$ cat config.mk
export PLATFORM = sky130hd
export DESIGN_NAME = sr_receiver
export DESIGN_NICKNAME = d
export VERILOG_FILES = /design/src/verilog/sr_receiver.v /design/src/verilog/sr_sync.v /design/src/verilog/sr_baud.v
export VERILOG_INCLUDE_DIRS = /design/src /design/src/verilog
export SDC_FILE = /design/constraint.sdc
export NUM_CORES = 1
export LEC_CHECK = 0
export BUFFER_PORTS_ARGS = -buffer_cell sky130_fd_sc_hd__buf_2
export CAP_MARGIN = 0
export CORE_UTILIZATION = 57
export DETAILED_ROUTE_END_ITERATION = 12
export PLACE_DENSITY = 0.8
export SETUP_SLACK_MARGIN = 0.5
export SYNTH_ARGS = -nofsm -noshare
export SYNTH_HDL_FRONTEND = slang
export SYNTH_SLANG_ARGS = --single-unit
$ cat constraint.sdc
create_clock -name i_clock -period 3 [get_ports i_clock]
set_input_delay 0.45 -clock i_clock [delete_from_list [all_inputs] [get_ports i_clock]]
set_output_delay 0.45 -clock i_clock [all_outputs]
set_load 0.005 [all_outputs]
$ cat src/verilog/sr_regs.vh
// Register map, field positions, reset values and sampling constants
// for the serial receiver. Assumes byte addresses on a 32-bit AHB-Lite bus.
`ifndef SR_REGS_VH
`define SR_REGS_VH

// Register byte offsets.
`define SR_A_CTRL     8'h00
`define SR_A_BAUD     8'h04
`define SR_A_IEN      8'h08
`define SR_A_STAT1    8'h0C
`define SR_A_STAT2    8'h10
`define SR_A_DATA     8'h14

// Control register fields.
`define SR_C_ON       0
`define SR_C_INV      1
`define SR_C_NINE     2
`define SR_C_TWO      3
`define SR_C_WAKE     4
`define SR_C_ILT      5
`define SR_C_IDLE_DURING_SLEEP_REPORT    6
`define SR_C_SLEEP    7
`define SR_CTRL_RST   8'h00

// Interrupt enable fields, one per source.
`define SR_IEN_RST    10'h000

// First status register fields.
`define SR_S1_TX_BUFFER_EMPTY    0
`define SR_S1_TC      1
`define SR_S1_RX_BUFFER_FULL    2
`define SR_S1_IDLE    3
`define SR_S1_OR      4
`define SR_S1_NF      5
`define SR_S1_FE      6
`define SR_S1_PF      7

// Second status register fields, write one to clear.
`define SR_S2_EDGE    0
`define SR_S2_BRK     1

// Data register field for the ninth bit.
`define SR_D_BIT8     8

// Bus clock cycles per sixteenth of a bit, after reset.
`define SR_BAUD_RST   13'h0010
// Sixteenths per bit and bits in the shortest frame.
`define SR_OVS_SHIFT  4
`define SR_FRAME_BASE 4'hA

`endif

$ cat src/verilog/sr_receiver.v
// Receive half of an asynchronous serial port with wakeup and status flags,
// reached over an AHB-Lite slave port with zero wait states.
// Assumes a transmitter elsewhere feeds its two flags on this clock.
//
// The register offsets and the AHB-Lite interface to the registers are this design's own decisions.
`default_nettype none
`include "sr_regs.vh"

module sr_receiver (
   // Clock and reset.
   input  wire        i_clock,
   input  wire        i_nrst,
   // AHB-Lite slave.
   input  wire        i_hsel,
   input  wire [31:0] i_haddr,
   input  wire [1:0]  i_htrans,
   input  wire        i_hwrite,
   input  wire [2:0]  i_hsize,
   input  wire [31:0] i_hwdata,
   input  wire        i_hready,
   output reg  [31:0] o_hrdata,
   output wire        o_hreadyout,
   output wire        o_hresp,
   // Serial line.
   input  wire        i_rx_pin,
   // Events from neighbouring logic on this clock.
   input  wire        i_tx_buffer_empty,
   input  wire        i_tx_complete_flag,
   input  wire        i_break_detect,
   input  wire        i_parity_error,
   // Interrupt vectors.
   output reg         o_irq_tx,
   output reg         o_irq_rx,
   output reg         o_irq_err
);

   localparam ST_SEARCH = 2'b00;
   localparam ST_START  = 2'b01;
   localparam ST_DATA   = 2'b10;
   localparam ST_STOP   = 2'b11;

   // Majority of three votes.
   function maj3;
      input [2:0] v;
      begin
         maj3 = (v[0] & v[1]) | (v[0] & v[2]) | (v[1] & v[2]);
      end
   endfunction

   // Votes that do not all agree.
   function mixed3;
      input [2:0] v;
      begin
         mixed3 = (v != 3'b000) && (v != 3'b111);
      end
   endfunction

   reg  [7:0]  ctrl;
   reg  [12:0] baud;
   reg  [9:0]  ien;
   reg         rx_buffer_full, idle_f, or_f, nf_f, fe_f, pf_f, edge_f, brk_f;
   reg  [8:0]  rx_data;
   reg  [5:0]  seen;
   reg         idle_armed;
   reg  [1:0]  state;
   reg  [3:0]  rt;
   reg  [2:0]  hist;
   reg  [2:0]  votes;
   reg  [3:0]  bitcnt;
   reg  [8:0]  shifter;
   reg         noisy, fe_pend, stop2;
   reg  [7:0]  idle_cnt;
   reg         prev_line;
   reg         d_wr;
   reg  [7:0]  d_addr;
   reg  [31:0] rd_mux;
   wire        tick;
   wire        pin_sync;

   wire rx_on  = ctrl[`SR_C_ON];
   wire nine   = ctrl[`SR_C_NINE];
   wire two    = ctrl[`SR_C_TWO];
   wire sleep  = ctrl[`SR_C_SLEEP];
   wire wake_a = ctrl[`SR_C_WAKE];

   // Pin enters the clock domain before any logic sees it.
   sr_sync u_sync (
      .i_clock (i_clock),
      .i_nrst  (i_nrst),
      .i_async (i_rx_pin),
      .o_sync  (pin_sync)
   );

   sr_baud u_baud (
      .i_clock   (i_clock),
      .i_nrst    (i_nrst),
      .i_run     (rx_on),
      .i_divisor (baud),
      .o_tick    (tick)
   );

   wire line = pin_sync ^ ctrl[`SR_C_INV];

   // Bus phases: the slave never stalls and always answers OKAY.
   assign o_hreadyout = 1'b1;
   assign o_hresp     = 1'b0;
   wire acc    = i_hsel & i_htrans[1] & i_hready;
   wire rd_acc = acc & ~i_hwrite;
   wire wr_acc = acc & i_hwrite;
   wire rd_s1  = rd_acc && i_haddr[7:0] == `SR_A_STAT1;
   wire rd_dat = rd_acc && i_haddr[7:0] == `SR_A_DATA;
   wire wr_ctl = d_wr && d_addr == `SR_A_CTRL;
   wire wr_s2  = d_wr && d_addr == `SR_A_STAT2;

   // Writes land in the data phase, one cycle after the address phase.
   always @(posedge i_clock or negedge i_nrst) begin
      if (!i_nrst) begin
         d_wr   <= 1'b0;
         d_addr <= 8'h00;
      end else begin
         d_wr   <= wr_acc;
         d_addr <= i_haddr[7:0];
      end
   end

   // Sample slots and the decision point of each bit.
   wire s_tick  = tick & rx_on;
   wire vote_rt = (rt == 4'h8) || (rt == 4'h9) || (rt == 4'hA);
   wire start_rt = (rt == 4'h3) || (rt == 4'h5) || (rt == 4'h7);
   wire decide  = s_tick && rt == 4'hA;
   wire [2:0] v_now = {votes[1:0], line};
   wire bit_val = maj3(v_now);
   wire fall = s_tick && hist == 3'b111 && !line;
   wire last_data = bitcnt == (nine ? 4'h8 : 4'h7);
   wire last_stop = !two || stop2;
   // Character as it stands after the final shift.
   wire [8:0] full_sh = {bit_val, shifter[8:1]};
   wire [8:0] char_now = nine ? shifter : {1'b0, shifter[8:1]};

   // address mark in the top bit(s)
   wire addr_hit = state == ST_DATA && decide && last_data && wake_a && sleep &&
                   bit_val && (!two || shifter[8]);

   // Frame end: last stop bit decided.
   wire frame_end = state == ST_STOP && decide && last_stop;
   wire frame_fe  = fe_pend | ~bit_val;
   wire is_break  = frame_fe && char_now == 9'h000;
   wire xfer_ok   = frame_end && !sleep && !fe_f;
   wire set_rx_buffer_full  = xfer_ok && !rx_buffer_full;
   wire set_or    = xfer_ok && rx_buffer_full;

   // Receiver sequencer: search, start check, data bits, stop bits.
   always @(posedge i_clock or negedge i_nrst) begin
      if (!i_nrst) begin
         state   <= ST_SEARCH;
         rt      <= 4'h0;
         hist    <= 3'b111;
         votes   <= 3'b000;
         bitcnt  <= 4'h0;
         shifter <= 9'h000;
         noisy   <= 1'b0;
         fe_pend <= 1'b0;
         stop2   <= 1'b0;
      end else if (!rx_on) begin
         state <= ST_SEARCH;
         rt    <= 4'h0;
         hist  <= 3'b111;
      end else if (s_tick) begin
         hist <= {hist[1:0], line};
         rt   <= rt + 4'h1;
         if (start_rt || vote_rt) begin
            votes <= v_now;
         end
         case (state)
            ST_SEARCH: begin
               if (fall) begin
                  state <= ST_START;
                  rt    <= 4'h2;
                  noisy <= 1'b0;
                  votes <= 3'b000;
               end
            end
            ST_START: begin
               if (rt == 4'h7) begin
                  votes <= 3'b000;
                  if (maj3(v_now)) begin
                     state <= ST_SEARCH;
                  end else begin
                     noisy <= mixed3(v_now);
                  end
               end
               // late start samples only mark noise
               if (decide) begin
                  noisy   <= noisy | (v_now != 3'b000);
                  state   <= ST_DATA;
                  bitcnt  <= 4'h0;
                  fe_pend <= 1'b0;
                  stop2   <= 1'b0;
               end
            end
            ST_DATA: begin
               if (fall) begin
                  rt <= 4'h2;
               end
               if (decide) begin
                  shifter <= full_sh;
                  noisy   <= noisy | mixed3(v_now);
                  bitcnt  <= bitcnt + 4'h1;
                  if (last_data) begin
                     state <= ST_STOP;
                  end
               end
            end
            default: begin
               if (fall) begin
                  rt <= 4'h2;
               end
               if (decide) begin
                  noisy   <= noisy | mixed3(v_now);
                  fe_pend <= frame_fe;
                  stop2   <= 1'b1;
                  if (last_stop) begin
                     state <= ST_SEARCH;
                     if (frame_fe && !is_break) begin
                        hist <= 3'b111;
                     end
                  end
               end
            end
         endcase
      end
   end

   // Idle counter in sixteenths; threshold is one whole frame.
   wire [3:0] frame_bits = `SR_FRAME_BASE + {3'b000, nine} + {3'b000, two};
   wire [7:0] idle_max   = {frame_bits, 4'h0};
   wire idle_hit = s_tick && line && idle_cnt == idle_max - 8'h01 &&
                   !(state == ST_START) && !(ctrl[`SR_C_ILT] && state != ST_SEARCH);
   wire idle_wake = idle_hit && sleep && !wake_a;
   // waking idle reported only when enabled
   wire set_idle  = idle_hit && idle_armed && (!sleep || ctrl[`SR_C_IDLE_DURING_SLEEP_REPORT]);

   always @(posedge i_clock or negedge i_nrst) begin
      if (!i_nrst) begin
         idle_cnt <= 8'h00;
      end else if (!rx_on || (s_tick && !line)) begin
         idle_cnt <= 8'h00;
      end else if (s_tick) begin
         if (state == ST_START || (ctrl[`SR_C_ILT] && state != ST_SEARCH)) begin
            idle_cnt <= 8'h00;
         end else if (idle_cnt != idle_max) begin
            idle_cnt <= idle_cnt + 8'h01;
         end
      end
   end

   // Control, divisor and enable registers; sleep also clears itself.
   always @(posedge i_clock or negedge i_nrst) begin
      if (!i_nrst) begin
         ctrl <= `SR_CTRL_RST;
         baud <= `SR_BAUD_RST;
         ien  <= `SR_IEN_RST;
      end else begin
         if (wr_ctl) begin
            ctrl <= i_hwdata[7:0];
         end else if (addr_hit || idle_wake) begin
            ctrl[`SR_C_SLEEP] <= 1'b0;
         end
         if (d_wr && d_addr == `SR_A_BAUD) begin
            baud <= i_hwdata[12:0];
         end
         if (d_wr && d_addr == `SR_A_IEN) begin
            ien <= i_hwdata[9:0];
         end
      end
   end

   // status read arms, data read clears
   // Flags seen set at the status read are the ones the data read clears.
   wire [5:0] s1_now = {pf_f, fe_f, nf_f, or_f, idle_f, rx_buffer_full};
   wire [5:0] clr    = rd_dat ? seen : 6'h00;

   // Status flags: a set in the clearing cycle wins.
   always @(posedge i_clock or negedge i_nrst) begin
      if (!i_nrst) begin
         seen       <= 6'h00;
         rx_buffer_full       <= 1'b0;
         idle_f     <= 1'b0;
         or_f       <= 1'b0;
         nf_f       <= 1'b0;
         fe_f       <= 1'b0;
         pf_f       <= 1'b0;
         edge_f     <= 1'b0;
         brk_f      <= 1'b0;
         idle_armed <= 1'b1;
         rx_data    <= 9'h000;
         prev_line  <= 1'b1;
      end else begin
         prev_line <= line;
         if (rd_s1) begin
            seen <= s1_now;
         end else if (rd_dat) begin
            seen <= 6'h00;
         end
         // ninth bit kept with the character
         if (set_rx_buffer_full) begin
            rx_data <= char_now;
         end
         rx_buffer_full   <= set_rx_buffer_full | (rx_buffer_full & ~clr[0]);
         idle_f <= set_idle | (idle_f & ~clr[1]);
         or_f   <= set_or | (or_f & ~clr[2]);
         nf_f   <= (set_rx_buffer_full & (noisy | mixed3(v_now))) | (nf_f & ~clr[3]);
         fe_f   <= (set_rx_buffer_full & frame_fe) | (fe_f & ~clr[4]);
         pf_f   <= (set_rx_buffer_full & i_parity_error) | (pf_f & ~clr[5]);
         if (set_rx_buffer_full) begin
            idle_armed <= 1'b1;
         end else if (set_idle) begin
            idle_armed <= 1'b0;
         end
         // edge flag, write one to clear
         edge_f <= (rx_on & prev_line & ~line) |
                   (edge_f & ~(wr_s2 & i_hwdata[`SR_S2_EDGE]));
         brk_f  <= (rx_on & i_break_detect) |
                   (brk_f & ~(wr_s2 & i_hwdata[`SR_S2_BRK]));
      end
   end

   // Read data mux; unmapped offsets read as zero.
   always @* begin
      rd_mux = 32'h0000_0000;
      case (i_haddr[7:0])
         `SR_A_CTRL:  rd_mux[7:0] = ctrl;
         `SR_A_BAUD:  rd_mux[12:0] = baud;
         `SR_A_IEN:   rd_mux[9:0] = ien;
         `SR_A_STAT1: rd_mux[7:0] = {s1_now, i_tx_complete_flag, i_tx_buffer_empty};
         `SR_A_STAT2: rd_mux[1:0] = {brk_f, edge_f};
         `SR_A_DATA:  rd_mux[8:0] = rx_data;
         default:     rd_mux = 32'h0000_0000;
      endcase
   end

   // Read data is captured at the address phase and held for the data phase.
   always @(posedge i_clock or negedge i_nrst) begin
      if (!i_nrst) begin
         o_hrdata <= 32'h0000_0000;
      end else if (rd_acc) begin
         o_hrdata <= rd_mux;
      end
   end

   always @(posedge i_clock or negedge i_nrst) begin
      if (!i_nrst) begin
         o_irq_tx  <= 1'b0;
         o_irq_rx  <= 1'b0;
         o_irq_err <= 1'b0;
      end else begin
         o_irq_tx  <= (i_tx_buffer_empty & ien[0]) | (i_tx_complete_flag & ien[1]);
         o_irq_rx  <= (rx_buffer_full & ien[2]) | (idle_f & ien[3]) | (edge_f & ien[4]) |
                      (brk_f & ien[5]);
         o_irq_err <= (or_f & ien[6]) | (nf_f & ien[7]) | (fe_f & ien[8]) |
                      (pf_f & ien[9]);
      end
   end

endmodule

`default_nettype wire

$ cat src/verilog/sr_sync.v
// Two-flop synchroniser for the serial input pin.
// Assumes the pin idles high, so both stages reset high.
`default_nettype none

module sr_sync (
   // Clock and reset.
   input  wire i_clock,
   input  wire i_nrst,
   // Asynchronous level in, synchronised level out.
   input  wire i_async,
   output wire o_sync
);

   reg stage1;
   reg stage2;

   // The first stage feeds only the second one.
   always @(posedge i_clock or negedge i_nrst) begin
      if (!i_nrst) begin
         stage1 <= 1'b1;
         stage2 <= 1'b1;
      end else begin
         stage1 <= i_async;
         stage2 <= stage1;
      end
   end

   assign o_sync = stage2;

endmodule

`default_nettype wire

$ cat src/verilog/sr_baud.v
// Divider that makes the sixteen-times-baud sample tick from the bus clock.
// Assumes a divisor from a register on the same clock; zero stops the tick.
`default_nettype none

module sr_baud (
   // Clock and reset.
   input  wire        i_clock,
   input  wire        i_nrst,
   // Run control and divisor.
   input  wire        i_run,
   input  wire [12:0] i_divisor,
   // One-cycle sample tick.
   output reg         o_tick
);

   reg [12:0] count;

   // Count up to the divisor; a stopped divider restarts from zero.
   always @(posedge i_clock or negedge i_nrst) begin
      if (!i_nrst) begin
         count  <= 13'h0000;
         o_tick <= 1'b0;
      end else if (!i_run || i_divisor == 13'h0000) begin
         count  <= 13'h0000;
         o_tick <= 1'b0;
      end else if (count >= i_divisor - 13'h0001) begin
         count  <= 13'h0000;
         o_tick <= 1'b1;
      end else begin
         count  <= count + 13'h0001;
         o_tick <= 1'b0;
      end
   end

endmodule

`default_nettype wire

Word-level counts from Yosys, hierarchy flattened:

Index checks and enable logic that the tools add are counted.

* bits in registers: 133
* bits of input ports: 79
* output and inout port bits: 37
* logic and storage cells: 287

* add/subtract/negate cells: 8
* $lt $le $gt $ge: 1
* equality and inequality tests: 35
* multiplexer cells: 61
* bitwise logic cells: 67
* reduce and logical (&&, ||, !) cells: 79

Operators by type and width (number)
* $and 1x1->1: 34
* $logic_and 1x1->1: 34
* $mux 8: 4
* $mux 3: 10
* $pmux 6 s5: 1
* $mux 4: 7
* $mux 13: 2
* $eq 8x4->1 const B: 3
* $eq 8x5->1 const B: 3
* $mux 2: 10
* $or 1x1->1: 20
* $mux 6: 3
* $ne 3x3->1 const B: 6
* $eq 8x3->1 const B: 2
* $logic_not 8->1: 2
* $mux 1: 14
* $add 13x1->13 const B: 1
* $ge 13x13->1: 1
* $logic_not 13->1: 1
* $sub 13x1->13 const B: 1
* $eq 4x4->1 const B: 3
* $logic_or 1x1->1: 12
* $not 1->1: 12
* $pmux 2 s6: 1
* other kinds (37): 64

Longest topological paths before layout:

Gate-level depths: netlist of run 1.

* word-level depth: 15
* gate-level depth with buffers: 14
* mapped depth without buffers: 13

Modules after synthesis:

From an unflattened synthesis of run 1, not the netlist that was laid out.

* cell total of the unflattened synthesis: 664
* area total of the unflattened synthesis: 7016.7 um^2

Modules (own cells, without submodules)
* sr_receiver: instances 1, cells an instance 539, area an instance 5841.9 um^2
* sr_baud: instances 1, cells an instance 123, area an instance 1122.3 um^2
* sr_sync: instances 1, cells an instance 2, area an instance 52.6 um^2

Least setup slack after synthesis of run 1:

Ideal clock, no wire load.

* path kind: reg-to-reg
* start point: reg baud[0]
* end point: reg u_baud.count[10]
* setup time: 71 ps
* arrival time: 2625 ps
* slack: 304 ps
* stages on the path, launching flop included: 15
* path buffers: 1
* path through: dfrtp_1 > inv_1 > ha_1 > nand3_2 > or4_4 > nor2_1 > xnor2_1 > ha_1 > a21o_1 > a21o_1 > a21oi_1 > o21a_1 > o211ai_2 > buf_6 > nor2_1

* word-level cells in the longest chain between the ends: 4

RTL lines
* from (decl): RTL line sr_receiver.v:59 `reg [12:0] baud;`
* from (signal assigned): RTL line sr_receiver.v:261 `` baud <= `SR_BAUD_RST; ``
* from (signal assigned): RTL line sr_receiver.v:270 `baud <= i_hwdata[12:0];`
* $sub 13x1->13: RTL line sr_baud.v:26 `end else if (count >= i_divisor - 13'h0001) begin`
* $ge 13x13->1: RTL line sr_baud.v:26
* $mux 13: RTL line sr_baud.v:26
* $mux 13 *: RTL line sr_baud.v:23 `end else if (!i_run || i_divisor == 13'h0000) begin`
* to (signal assigned): RTL line sr_baud.v:30 `count <= count + 13'h0001;`
* to (decl): RTL line sr_baud.v:16 `reg [12:0] count;`

Every way passes the cells marked *; elsewhere a longest branch is shown, timed or not.
A chain may end at the register's enable or synchronous reset.

Worst setup path in the final report of run 1:

* start point: reg baud[2]
* end point: reg u_baud.count[4]

The elaborated chain is that of the path after synthesis.

==> out/metrics.cfg, run 1 <==
[status]
status = finished, violations left
violations = DRC

[yosys]
ys_seq_area_share_pct = 47.8
yosys-top-cells-area = dfrtp_1 (45%), mux2_2 (5.5%), ha_1 (5.1%)
synth_top_area_cell = dfrtp_1
synthFlopType = dfrtp_1
postSynthAreaPerCell_sq_um = 10.3
synth-async-reset-ratio_pct = 100
ys_seq_elements = 132
syn_area_sq_um = 6940
synth_warnings = 0
synth_edf_count = 0
synthCells = 672
synth.distinct_cells = 67
yosysTopAreaCellShare_pct = 44.7

[clocking]
htree_levels = 4
cts.reportedPaths.clkPinSlew_ps = 50
root_buffer = clkbuf_16
cts.path.max_buffers = 2
cts_inserted_buffers = 17
cts_tree = done
clk_latency_ps = 420
cts.sinks = 132

[detailed_routing]
avgViaCountPerCell = 6.06
drt_iter0_markers = 468
drc = 4
vias = 5438
detail-route-antenna-nets = 0
wl_per_cell_um = 18.7
routed_wl_mm = 16.8
drt-pass1-iter-count = 9

[sta]
worst_slew_pin_slew_ps = 767
slew_violations = 0
timing.final.crit_share_pct = 92.4
finalSetupViolations = 0
relSlewSlack_pct = 48.7
max_freq_ghz = 0.361
fin_worst_skew_ps = 7.16
setup_slack_ps = 229
tns_ps = 0
finalHoldViolations = 0
grt_setup_unrepaired = yes
period_minus_slack_ps = 2770

[hold_path]
hold_path_depth = 1
worst_hold_path.endpoint = u_sync.stage1
hold_start = i_rx_pin
hp-class = in2reg

[power_and_ir_drop]
power.leakage_uw = 0.00382
ir_worst_vdd_mv = 0.320
p_per_area_nw_per_um2 = 524

[critical_path]
start_kind = flop
worst_ep_required_time_ps = 3300
r2r-end = u_baud.count[4]
cp_max_fo = 7
end_kind = flop
crit_arrival_ps = 3070
critPathKind = reg2reg
rr_startpoint = baud[2]
rrSetupSlack_ps = 230
reg2reg_depth = 13

[floorplanning]
die_area_sq_um = 12600
num_rows = 39
die_h_um = 112
die_x_um = 112
core_sq_um = 11600
ioPinCount = 116
initial_core_util_pct = 59.7

[placement]
gp_congestion = 0.885
dpl_cell_area_sq_um = 7240
place_ws_ps = 86.6
port_buffers = 47
hpwl_mm = 10.9

[global_routing]
grt_pass1_wl_mm = 26.9
grt_start_max_net_pins = 85
antenna_found_initial = 0
globalRouteOverflowTotal = 0
grt_usage_pct = 27.8
grt_pass1_vias = 5353

[finish]
fin_area_sq_um = 8160
drive_above_1_share_pct = 24.8
most-common-layout-cells = dfrtp_1 (122), nand2_1 (74), nor2_1 (64), buf_2 (46), mux2_2 (34)
finalNetCount = 848
layout_commonest_cell = dfrtp_1
area_growth_pct = 17.6
antenna_cells = 0
n_fill_cell = 774

[job]
drv_cap = 0

[report_power, final]
part           total, uW  internal, uW  switching, uW
combinational        261           113            148
sequential          1880          1830           43.1
clock               2140          1390            745
total               4280          3340            936
[layer usage]
metal  track usage, %  wire [um]  vias up
met1             35.0       6640     2667
met3             5.45        966       57
met2             45.5       8490      232
met5                0          0        -
met4             15.3        717        0
li1                 -          -     2482
[metrics by stage]
step | utilization (%) | hold WS [ps] | total power (uW) | cells
finish | 70.2 | 127 | 4280 | 897
global route | 70.2 | 116 | 4390 | 897
CTS | 68.9 | 116 | 4270 | 887
detailed placement | 62.3 | 350 | 2140 | 843
global placement | 62.3 | 348 | 2120 | 843
floorplan | - | 154 | 2030 | 691
[sequential cells by signal (all words and copies together) (netlist names), 2 cells and up]
register	cells
bitcnt	4
shifter	9
idle_cnt	8
rt	4
hist	3
u_baud.count	13
baud	13
state	2
ctrl	8
o_hrdata	13
rx_data	9
seen	6
d_addr	8
ien	10
votes	2
[synthesized netlist by cell type (4+ instances only)]
cell type / n
a21o_1: 12
a21oi_1: 24
a221oi_1: 7
a22o_1: 16
a22oi_1: 5
and2_1: 5
and3_1: 5
buf_2: 5
buf_4: 23
clkbuf_1: 15
dfrtp_1: 124
dfstp_2: 8
ha_1: 28
inv_1: 21
mux2_2: 34
mux2i_1: 13
mux4_2: 5
nand2_1: 75
nand2b_1: 5
nand3_1: 21
nand4_1: 7
nor2_1: 69
nor2b_1: 6
nor3_1: 14
nor4_1: 5
o21a_1: 4
o21ai_0: 28
o22ai_1: 5
or3_1: 4
xnor2_1: 10
xor2_1: 18
[worst max path at each step]
stage / cells past startpoint / endpoint / startpoint / slack, ps
2_1_floorplan: 14 / u_baud.count[10] / baud[0] / 400
3_3_place_gp: 12 / u_baud.count[10] / baud[2] / 200
3_5_place_dp: 12 / u_baud.count[7] / baud[2] / 90
4_1_cts: 13 / u_baud.count[7] / baud[1] / 250
5_1_grt: 14 / u_baud.count[5] / baud[2] / 110
6_report: 13 / u_baud.count[4] / baud[2] / 230
[kinds of logic after synthesis]
kind of cell    synth area share, %
flops                          47.8
other cells                   0.108
compound gates                 12.0
fa+ha+maj                      5.05
xor+xnor                       3.77
buf+inv                        5.02
mux                            9.40
simple gates                   16.9
[layout make-up]
cell class / count / area (sq um) / share of cell area (%)
Sequential cell: 132 / 3320 / 40.7
Clock inverter: 8 / 121 / 1.49
Multi-Input combinational cell: 494 / 3490 / 42.9
Timing Repair Buffer: 75 / 474 / 5.81
Inverter: 21 / 78.8 / 0.967
Clock buffer: 24 / 492 / 6.03
Tap cell: 143 / 179 / 2.19
[worst max-delay path: stages (launching register included)]
cell and delay, ps:
dfrtp_1 430, nor2_4 160, buf_6 110, nand3_4 60, or4_4 440, buf_4 160, nor2_2 120, xnor2_1 100
ha_1 320, nand4_1 130, buf_4 170, o21a_4 230, o211ai_4 140, nor2_1 80
[timing repair]
action,4_1_cts,5_1_grt
cloned,1,0
gates resized for setup,13,17
setup buffers,10,10
setup endpoints to repair,16,21
pin swaps,16,24
hold buffers,1,0
hold endpoints to repair,48,0
Power figures use the tool's default switching activity.
==> run 2: changes to the inputs <==
CTS_BUF_LIST = sky130_fd_sc_hd__clkbuf_8 sky130_fd_sc_hd__clkbuf_16   (was unset)
==> run 2 against run 1 <==
Against the previous run: the flow still finishes with violations (DRC); final cell count did not move; clock skew is 0.69 ps lower; clock-buffer cell count fell by 3; largest cell class unchanged; fmax barely moved; register-to-register slack about the same; highest routed layer unchanged; critical path depth stayed put; global-route usage stayed put; sequential share of layout area did not move; non-clock buffer count unchanged; total power down 0.26%; clock power about the same; flip-flop and latch count stayed put.
==> out/metrics.cfg, run 2 (synthesis results as in run 1) <==
[finish]
antenna_cells = 0  ; unchanged
finalNetCount = 848  ; unchanged
layout_commonest_cell = dfrtp_1
regArea_sq_um = 3320  ; unchanged
drive_above_1_share_pct = 24.8  ; unchanged
largestRegisters = baud x13, o_hrdata x13, u_baud.count x13
multi_input_area_sq_um = 3490  ; unchanged
area_growth_pct = 17.6  ; unchanged
n_fill_cell = 774  ; unchanged
fin_area_sq_um = 8160  ; unchanged
most-common-layout-cells = dfrtp_1 (122), nand2_1 (74), nor2_1 (64), buf_2 (46), mux2_2 (34)

[critical_path]
path_delay_family = simple AND/OR/NAND/NOR gates
critPathSlowestCell = or4_4
worst_ep_required_time_ps = 3300  ; about the same
start_kind = flop
critical_path.max_stage_delay_ps = 440  ; about the same
cp_max_fo = 7  ; unchanged
end_kind = flop
crit_path_cell_trace = nor2_4 -> buf_6 -> nand3_4 -> or4_4 -> buf_4 -> nor2_2 -> xnor2_1 -> ha_1 -> nand4_1 -> buf_4 -> o21a_4 -> o211ai_4 -> nor2_1
crit_arrival_ps = 3070  ; about the same
cp.buffers_inverters = 3  ; unchanged
crit_path_frequent_cell = buf_4
critPathKind = reg2reg

[detailed_routing]
avgViaCountPerCell = 6.06  ; about the same
routed_wl_mm = 16.8  ; -0.37%
drc = 4  ; unchanged
vias = 5436  ; -0.037%
wl_per_cell_um = 18.7  ; -0.37%
detail-route-antenna-nets = 0  ; unchanged
drt_iter0_markers = 492  ; +5.1%
drt-pass1-iter-count = 9  ; unchanged

[global_routing]
grt_pass1_vias = 5355  ; +0.037%
globalRouteOverflowTotal = 0  ; unchanged
grt_start_max_net_pins = 85  ; unchanged
antenna_found_initial = 0  ; unchanged
grt_pass1_wl_mm = 26.9  ; about the same
grt_usage_pct = 27.8  ; unchanged

[clocking]
cts.reportedPaths.clkPinSlew_ps = 50  ; about the same
cts_inserted_buffers = 17  ; unchanged
cts_tree = done
cts.sinks = 132  ; unchanged
htree_levels = 4  ; unchanged
cts.path.max_buffers = 2  ; unchanged
root_buffer = clkbuf_16
clk_latency_ps = 420  ; about the same

[sta]
period_minus_slack_ps = 2770  ; -0.106 ps
setup_slack_ps = 229  ; +0.106 ps
timing.final.crit_share_pct = 92.4  ; about the same
grt_setup_unrepaired = yes
max_freq_ghz = 0.361  ; about the same
worst_slew_pin_slew_ps = 762  ; -4.47 ps
fin_worst_skew_ps = 6.47  ; -0.691 ps
finalSetupViolations = 0  ; unchanged
relSlewSlack_pct = 49.0  ; +0.30 points
finalHoldViolations = 0  ; unchanged
tns_ps = 0  ; unchanged
slew_violations = 0  ; unchanged

[power_and_ir_drop]
ir_worst_vdd_mv = 0.320  ; about the same
p_per_area_nw_per_um2 = 523  ; -0.26%
power.leakage_uw = 0.00383  ; +0.33%
p_total_uw = 4260  ; -0.26%

[floorplanning]
die_area_sq_um = 12600  ; unchanged
core_sq_um = 11600  ; unchanged
die_h_um = 112  ; unchanged
num_rows = 39  ; unchanged
die_x_um = 112  ; unchanged
initial_core_util_pct = 59.7  ; unchanged
ioPinCount = 116  ; unchanged

[placement]
port_buffers = 47  ; unchanged
hpwl_mm = 10.9  ; unchanged
place_ws_ps = 86.6  ; unchanged
gp_congestion = 0.885  ; unchanged
dpl_cell_area_sq_um = 7240  ; unchanged

[status]
violations = DRC
status = finished, violations left

[job]
drv_cap = 0  ; unchanged

[hold_path]
hp-class = in2reg

[run 2: cell count changes in the layout (fill, tap and decap cells not counted), sizes merged]
cell | previous run | this run
inv | 22 | 25
clkbuf | 24 | 21
[run 2: per-stage QoR]
step | std cells | util [%] | hold slack [ps]
after detailed placement | 843 | 62.3 | 350
after global routing | 897 | 70.2 | 116
after CTS | 887 | 68.9 | 116
final | 897 | 70.2 | 126
after global placement | 843 | 62.3 | 348
after floorplan | 691 | - | 154
[run 2: routing by layer]
metal  wire length [um]  track usage [%]  vias to the layer above
met5                  0                0                        -
met3                950             5.45                       62
met4                791             15.3                        0
met2               8390             45.5                      224
li1                   -                -                     2485
met1               6620             35.0                     2665
[run 2: final cells by class]
type | instances | share of cell area (%)
Clock buffer | 21 | 5.89
Clock inverter | 11 | 1.63
Inverter | 21 | 0.967
Multi-Input combinational cell | 494 | 42.9
Sequential cell | 132 | 40.7
Tap cell | 143 | 2.19
Timing Repair Buffer | 75 | 5.81
[run 2: power by group]
group | internal [uW] | leakage [uW] | total, uW | switching [uW]
clock network | 1380 | 0.000313 | 2130 | 745
logic | 113 | 0.00184 | 261 | 147
registers | 1830 | 0.00167 | 1880 | 42.9
total | 3330 | 0.00383 | 4260 | 935
[run 2: timing repair]
| action | 4_1_cts | 5_1_grt |
|---|---|---|
| hold buffers | 1 | 0 |
| setup buffers | 10 | 10 |
| hold endpoints to repair | 48 | 0 |
| setup endpoints to repair | 16 | 21 |
| gates resized for setup | 13 | 17 |
| gates cloned | 1 | 0 |
| pin swaps | 16 | 24 |
[run 2: path summary, 6_finish.rpt]
path	slack [ps]	end	cells after the start	from
max	230	u_baud.count[4]	13	baud[2]
max reg2reg	230	u_baud.count[4]	13	baud[2]
min reg2reg	360	u_sync.o_sync	0	u_sync.stage1
min	130	u_sync.stage1	1	i_rx_pin
min in group asynchronous	540	rt[2]	2	i_nrst
max in group asynchronous	1660	baud[4]	3	i_nrst
[run 2: worst register-to-register path, stage by stage, from the launching register on]
cell and delay, ps:
dfrtp_1 430, nor2_4 160, buf_6 110, nand3_4 60
or4_4 440, buf_4 160, nor2_2 120, xnor2_1 100
ha_1 320, nand4_1 130, buf_4 170, o21a_4 230
o211ai_4 140, nor2_1 80
